## src/design/tap_scan_pkg.sv

```systemverilog
// Contract
// - Shift-IR moves instruction bits toward the output
// - Shift-IR: mode high exits, low stays
// - Scan states never disturb instruction or data
// - Exit1-IR: high to update, low to pause
// - Pause-IR holds shifting; high goes to Exit2
// - Exit2-IR: high to update, low to shift
// - Update-IR latches instruction on falling edge
// - Latched instruction becomes the active one
// - Update-IR leaves data registers unchanged
// - Capture-IR loads 100, then exit or shift
// - Select-IR: low to capture, high to reset
// - Five high mode edges reset, load identify
package tap_scan_pkg;

  localparam int IR_WIDTH = 3;
  localparam logic [2:0] IR_CAPTURE_PATTERN = 3'h4;
  localparam logic [2:0] IR_IDENTIFY = 3'h1;
  localparam logic [2:0] IR_BYPASS = 3'h7;
  localparam int RESET_TMS_EDGES = 5;
  localparam int TCK_HALF_DIV = 5;

  typedef enum logic [3:0] {
    ST_RESET = 4'h0,
    ST_IDLE = 4'h1,
    ST_SEL_DR = 4'h3,
    ST_CAP_DR = 4'h2,
    ST_SHIFT_DR = 4'h6,
    ST_EXIT1_DR = 4'h7,
    ST_PAUSE_DR = 4'h5,
    ST_EXIT2_DR = 4'h4,
    ST_UPD_DR = 4'hC,
    ST_SEL_IR = 4'hD,
    ST_CAP_IR = 4'hF,
    ST_SHIFT_IR = 4'hE,
    ST_EXIT1_IR = 4'hA,
    ST_PAUSE_IR = 4'hB,
    ST_EXIT2_IR = 4'h9,
    ST_UPD_IR = 4'h8
  } tap_state_t;

  function automatic tap_state_t tap_next(input tap_state_t s, input logic tms);
    case (s)
      ST_RESET: tap_next = tms ? ST_RESET : ST_IDLE;
      ST_IDLE: tap_next = tms ? ST_SEL_DR : ST_IDLE;
      ST_SEL_DR: tap_next = tms ? ST_SEL_IR : ST_CAP_DR;
      ST_CAP_DR: tap_next = tms ? ST_EXIT1_DR : ST_SHIFT_DR;
      ST_SHIFT_DR: tap_next = tms ? ST_EXIT1_DR : ST_SHIFT_DR;
      ST_EXIT1_DR: tap_next = tms ? ST_UPD_DR : ST_PAUSE_DR;
      ST_PAUSE_DR: tap_next = tms ? ST_EXIT2_DR : ST_PAUSE_DR;
      ST_EXIT2_DR: tap_next = tms ? ST_UPD_DR : ST_SHIFT_DR;
      ST_UPD_DR: tap_next = tms ? ST_SEL_DR : ST_IDLE;
      ST_SEL_IR: tap_next = tms ? ST_RESET : ST_CAP_IR;
      ST_CAP_IR: tap_next = tms ? ST_EXIT1_IR : ST_SHIFT_IR;
      ST_SHIFT_IR: tap_next = tms ? ST_EXIT1_IR : ST_SHIFT_IR;
      ST_EXIT1_IR: tap_next = tms ? ST_UPD_IR : ST_PAUSE_IR;
      ST_PAUSE_IR: tap_next = tms ? ST_EXIT2_IR : ST_PAUSE_IR;
      ST_EXIT2_IR: tap_next = tms ? ST_UPD_IR : ST_SHIFT_IR;
      ST_UPD_IR: tap_next = tms ? ST_SEL_DR : ST_IDLE;
      default: tap_next = ST_RESET;
    endcase
  endfunction

endpackage

```

## src/design/tap_link_if.sv

```systemverilog
interface tap_link_if;
  logic tck;
  logic tms;
  logic tdi;
  logic tdo;
  logic tdo_oe;

  modport device_end (input tck, input tms, input tdi, output tdo, output tdo_oe);
  modport tester_end (output tck, output tms, output tdi, input tdo, input tdo_oe);
endinterface

```

## src/design/tap_device.sv

```systemverilog
module tap_device
  import tap_scan_pkg::*;
(
  // Clock and reset.
  input wire logic clock,
  input wire logic reset_n,
  // Link to the tester.
  tap_link_if.device_end link,
  // Local view.
  output logic [IR_WIDTH-1:0] active_instr,
  output tap_state_t tap_state,
  output logic dr_hold
);

  logic [2:0] tck_sync_ff;
  logic [1:0] tms_sync_ff;
  logic [1:0] tdi_sync_ff;
  tap_state_t state_ff;
  logic [IR_WIDTH-1:0] ir_shift_ff;
  logic [IR_WIDTH-1:0] ir_active_ff;
  logic bypass_ff;
  logic tdo_ff;
  logic tdo_oe_ff;

  // The third tck stage only feeds edge detection, never the first stage.
  wire tck_rise = tck_sync_ff[1] & ~tck_sync_ff[2];
  wire tck_fall = ~tck_sync_ff[1] & tck_sync_ff[2];
  wire tms_s = tms_sync_ff[1];
  wire tdi_s = tdi_sync_ff[1];
  wire in_shift_ir = (state_ff == ST_SHIFT_IR);
  wire in_shift_dr = (state_ff == ST_SHIFT_DR);
  wire [IR_WIDTH-1:0] nxt_ir_shift = {tdi_s, ir_shift_ff[IR_WIDTH-1:1]};

  always_ff @(posedge clock) begin
    if (!reset_n) begin
      tck_sync_ff <= 3'h0;
      tms_sync_ff <= 2'h3;
      tdi_sync_ff <= 2'h0;
    end else begin
      tck_sync_ff <= {tck_sync_ff[1:0], link.tck};
      tms_sync_ff <= {tms_sync_ff[0], link.tms};
      tdi_sync_ff <= {tdi_sync_ff[0], link.tdi};
    end
  end

  // The full state graph also yields the five-high return to reset.
  always_ff @(posedge clock) begin
    if (!reset_n) begin
      state_ff <= ST_RESET;
    end else if (tck_rise) begin
      state_ff <= tap_next(state_ff, tms_s);
    end
  end

  // Instruction shift path; untouched outside capture and shift.
  always_ff @(posedge clock) begin
    if (!reset_n) begin
      ir_shift_ff <= IR_CAPTURE_PATTERN;
    end else if (tck_rise && state_ff == ST_CAP_IR) begin
      ir_shift_ff <= IR_CAPTURE_PATTERN;
    end else if (tck_rise && in_shift_ir) begin
      ir_shift_ff <= nxt_ir_shift;
    end
  end

  // Active instruction changes on the falling edge in Update-IR, and returns to identify while in Test-Logic-Reset.
  always_ff @(posedge clock) begin
    if (!reset_n) begin
      ir_active_ff <= IR_IDENTIFY;
    end else if (state_ff == ST_RESET) begin
      ir_active_ff <= IR_IDENTIFY;
    end else if (tck_fall && state_ff == ST_UPD_IR) begin
      ir_active_ff <= ir_shift_ff;
    end
  end

  // Stand-in one-bit data register; it moves only in Shift-DR.
  always_ff @(posedge clock) begin
    if (!reset_n) begin
      bypass_ff <= 1'h0;
    end else if (tck_rise && in_shift_dr) begin
      bypass_ff <= tdi_s;
    end
  end

  // Output changes on the falling edge so the tester samples it stable.
  always_ff @(posedge clock) begin
    if (!reset_n) begin
      tdo_ff <= 1'h0;
      tdo_oe_ff <= 1'h0;
    end else if (tck_fall) begin
      tdo_oe_ff <= in_shift_ir | in_shift_dr;
      tdo_ff <= in_shift_ir ? ir_shift_ff[0] : bypass_ff;
    end
  end

  assign link.tdo = tdo_ff;
  assign link.tdo_oe = tdo_oe_ff;
  assign active_instr = ir_active_ff;
  assign tap_state = state_ff;
  assign dr_hold = (state_ff != ST_SHIFT_DR) && (state_ff != ST_CAP_DR);

endmodule

```

## src/flat_wrapper.sv

```systemverilog
// flat-port wrapper written by rule: the top's interface ports become plain ports
module tap_device_flat import tap_scan_pkg::*;
  (clock, reset_n, active_instr, tap_state, dr_hold, link_tck, link_tms, link_tdi, link_tdo, link_tdo_oe);
  tap_link_if link_i ();
  input wire logic clock;
  input wire logic reset_n;
  output logic [IR_WIDTH-1:0] active_instr;
  output tap_state_t tap_state;
  output logic dr_hold;
  input wire logic [$bits(link_i.tck)-1:0] link_tck;
  input wire logic [$bits(link_i.tms)-1:0] link_tms;
  input wire logic [$bits(link_i.tdi)-1:0] link_tdi;
  output wire logic [$bits(link_i.tdo)-1:0] link_tdo;
  output wire logic [$bits(link_i.tdo_oe)-1:0] link_tdo_oe;
  assign link_i.tck = link_tck;
  assign link_i.tms = link_tms;
  assign link_i.tdi = link_tdi;
  assign link_tdo = link_i.tdo;
  assign link_tdo_oe = link_i.tdo_oe;
  tap_device u_core (.clock(clock), .reset_n(reset_n), .link(link_i), .active_instr(active_instr), .tap_state(tap_state), .dr_hold(dr_hold));
endmodule
```

## config.mk

```make
export PLATFORM = sky130hd
export DESIGN_NAME = tap_device_flat
export DESIGN_NICKNAME = d
export VERILOG_FILES = /design/src/design/tap_scan_pkg.sv /design/src/design/tap_link_if.sv /design/src/design/tap_device.sv /design/src/flat_wrapper.sv
export SDC_FILE = /design/constraint.sdc
export NUM_CORES = 1
export LEC_CHECK = 0
export ABC_AREA = 1
export ABC_CLOCK_PERIOD_IN_PS = 1400
export BUFFER_PORTS_ARGS = -buffer_cell sky130_fd_sc_hd__buf_2
export CELL_PAD_IN_SITES_DETAIL_PLACEMENT = 1
export CELL_PAD_IN_SITES_GLOBAL_PLACEMENT = 1
export CORE_MARGIN = 3
export CORE_UTILIZATION = 37
export DETAILED_ROUTE_END_ITERATION = 10
export HOLD_SLACK_MARGIN = 0.15
export MAX_ROUTING_LAYER = met4
export PLACE_DENSITY = 0.72
export SYNTH_ARGS = -nofsm -noshare
export SYNTH_HDL_FRONTEND = slang
export SYNTH_SLANG_ARGS = --single-unit
```

## constraint.sdc

```tcl
create_clock -name clock -period 1.4 [get_ports clock]
set_input_delay 0.42 -clock clock [delete_from_list [all_inputs] [get_ports clock]]
set_output_delay 0.42 -clock clock [all_outputs]
set_load 0.01 [all_outputs]
```

# Yosys cells after proc, flatten, opt, wreduce, memory -nomap -nowiden
# Index checks and enable logic that the tools add are counted.
# op_classes
n_eq_ne,17
n_bitwise,6
mux,14
n_reduce_logical,11
# ops
operator,n
$pmux 4 s12,1
$eq 4x4->1 const B,8
$eq 4x3->1 const B,4
$mux 4,4
$eq 4x2->1 const B,2
$reduce_or 2->1,4
$mux 2,3
$mux 3,2
$logic_and 1x1->1,5
$eq 4x1->1 const B,1
$logic_not 4->1,1
$mux 1,4
$ne 4x2->1 const B,1
$ne 4x3->1 const B,1
$not 1->1,3
$reduce_or 3->1,1
$and 1x1->1,2
$or 1x1->1,1
# totals
regBits,20
elab_cells,57
output_inout_bits,10
in_bits,5

# Logic depth before layout (Yosys ltp)
# logic_depth
ltp_word,4
depth_mapped,9
mapped_depth_nobuf,8

# Worst setup path after synthesis
# Ideal clock, no wire load.
# synth_timing
path_type,reg-to-output
from,register u_core.state_ff[1] (netlist: u_core.tap_state[1])
to,output dr_hold
setup_slack_ps,135
arrival_ps,845
path_stages_with_launch,4
path_buffers,0
required_ps,980
cell_sequence,dfxtp_1 -> nand2_1 -> nor2_1 -> inv_1
# synth_between
elab_chain_cells,2
elab_cells_between_ends,3
cone_classes,eq/ne (2); reduce/logical (1)
# synth_rtl
element,line_no,rtl
"start, declared",tap_device.sv:18,tap_state_t state_ff;
"start signal, assigned",tap_device.sv:51,"state_ff <= tap_next(state_ff, tms_s);"
$ne 4x3->1 or $ne 4x2->1 (tied branches),tap_device.sv:101,assign dr_hold = (state_ff != ST_SHIFT_DR) && (state_ff != ST_CAP_DR);
$logic_and 1x1->1 *,tap_device.sv:101,
"end, declared",flat_wrapper.sv:9,output logic dr_hold;
# Mark *: on every way between the ends. The rest lies on a longest branch, timed or not.

# Worst setup path after layout
# layout_timing
from,register u_core.state_ff[0] (netlist: u_core.tap_state[0])
to,output tap_state[0]
# layout_rtl
element,line_no,rtl
"end, declared",flat_wrapper.sv:8,output tap_state_t tap_state;
# No word-level cell between the ends.

==> metrics <==
status finished, violations left; failing checks negative setup slack; drt initial violations 16; die height 56.1 um; clock skew 0.00427 ns; Post-synth ARST share 0%; cell with the most instances after synthesis nand2_1; CP Launch Type flip-flop; first-pass GRT wire length 4.80 mm; Synth warnings 0; TNS Setup -0.292 ns; vias 1,002; Synth top cells by count 36 x nand2_1, 21 x inv_1, 20 x dfxtp_1, 20 x nor2_1, 11 x a21oi_1; Netlist cell types 18; TritonCTS clock tree done; clock latency on the worst-skew pair 0.31 ns; DRC Markers 0; clk buf depth 2; Core ar. 2300 um2; fin crit share 108%; M1 WL 1.26 mm; pins over their slew limit 0; min Tclk post-route 1.51 ns; Worst setup EP type output pin; post-synth top area share 43.1%; row count 17; placer congestion estimate 0.880; clock root cell clkbuf_4; top_reg_cell synth dfxtp_1; Pleak 0.000583 uW; I/O pin count 15; Worst-Margin Slew 0.403 ns; Final Hold Fails 0; Worst-path clk slew 0.12 ns; Rel. slew slack 73.1%; DRT Wirelength 2.84 mm; CP arrival 1.09 ns; worst setup margin -0.110 ns; Worst IR Drop VDD 0.000852 V; Synth Cell Area 928 um2; final hold slack 0.286 ns; largest net degree at the start of global routing 13; post-synth net total 145; CTS Hold Buffers Added 0; Worst Hold Class primary input to flip-flop; cells after synthesis 140; n_diodes 0; Sinks on Clock Net 20; Setup Crit Path Kind flip-flop to output pin; Post-DRT Antenna Nets 0; syn avg cell area 6.63 um2; number of global-route vias before repair 1,044; Initial Utilization 40.4%; PwrDens 919 nW/um2; Final nets 173; sequential area share after synthesis 43.1%; Yosys top cell by area dfxtp_1; Total GRT Usage 20.1%; met2 routed WL 1.36 mm; total CTS buffers 3; GRT overflow 0; Area Overhead vs Synth 29.1%; Post-Place Worst Slack -0.00533 ns; die width 56.1 um; antenna violations before repair 0; final setup fails 6; WL/cell 14.5 um; Post-synth EDFFs 0; Top Metal Used met4; CTS H-tree depth 1; Seq cells post-synth 20; DR vias/cell 5.14; DP HPWL 2.06 mm; design area 1200 um2; die footprint 3150 um2; Req. time, crit path 0.98 ns; routed length on met3 132 um; Pwr Total 1100 uW; RSZ-0062 raised after global routing yes; Placed Area 1070 um2; largest cells by area after synthesis dfxtp_1 43%, nand2_1 15%, inv_1 8.5%; DRT Pass-1 Iters 4; I/O Buffers 14; total of max-cap violations 0; worst-path fanout max 3; Max Freq 662 MHz; layout cells sized above 1 27.5%
[power breakdown]
part           leakage, uW  total (uW)  internal (uW)  switching, uW
Clock            0.0000279         475            290            185
Combinational     0.000390        46.4           17.3           29.1
Sequential        0.000165         580            574           5.74
Total             0.000583        1100            881            220
[kinds of logic after synthesis]
kind of cell | share of synthesized area (%)
compound gates | 12.3
buf+inv | 10.1
flops | 43.1
simple gates | 34.5
[path summary, 6_finish.rpt]
check                                             end                   from  slack, ns  depth (start not counted)
worst max-delay path                     tap_state[0]    u_core.tap_state[0]      -0.11                          3
worst min-delay path            u_core.tdi_sync_ff[0]               link_tdi       0.29                          3
worst max register to register    u_core.tap_state[3]    u_core.tap_state[0]      -0.03                          8
worst min register to register  u_core.tck_sync_ff[1]  u_core.tck_sync_ff[0]       0.43                          2
[critical path, stage by stage (launching register included)]
cell,delay [ns]
dfxtp_4,0.37
buf_4,0.15
buf_4,0.13
buf_2,0.13
[cells in the final DEF (no fill, tap or decap), types with 2 or more instances in the layout]
master     n
or2_2      2
nand2_1   34
dfxtp_1   16
nand2_2    2
nor2_1    19
a21oi_1   11
o211ai_1   3
buf_4      9
o21ai_0    4
nor2_2     3
dfxtp_2    2
inv_2      2
o21ai_1    2
buf_2     13
inv_1     19
buf_6      2
nand3_1   10
dfxtp_4    2
clkbuf_4   3
nor2_4     2
[flip-flops by register name, summed over array words and instances (netlist names)]
name	count
u_core.tap_state	4
u_core.active_instr	3
u_core.tck_sync_ff	3
u_core.ir_shift_ff	3
u_core.tms_sync_ff	2
u_core.tdi_sync_ff	2
u_core.bypass_ff	1
u_core.link.tdo_oe	1
u_core.link.tdo	1
[routing by layer]
layer / track usage, % / up-vias
met5: - / -
li1: - / 495
met4: 8.14 / 0
met1: 23.4 / 467
met3: 4.64 / 11
met2: 33.2 / 29
[through the flow]
step	utilization, %	std cells
finish	52.2	195
global placement	46.6	187
detailed placement	46.6	187
floorplan	-	140
CTS	51.3	194
global route	52.2	195
[cell type report]
cell class / instances / area (um2)
multi-input cells: 96 / 457
well taps: 28 / 35.0
clock buffers: 3 / 22.5
inverters: 23 / 88.8
fillers: 309 / 1100
flip-flops and latches: 20 / 410
clock inverters: 1 / 30.0
repair buffers: 24 / 155
[repair_timing]
action | in CTS | in global routing
setup buffers | 3 | 1
pin swaps | 1 | 1
setup endpoints to repair | 5 | 9
gates resized for setup | 13 | 5
(Power assumes the default switching activity.)
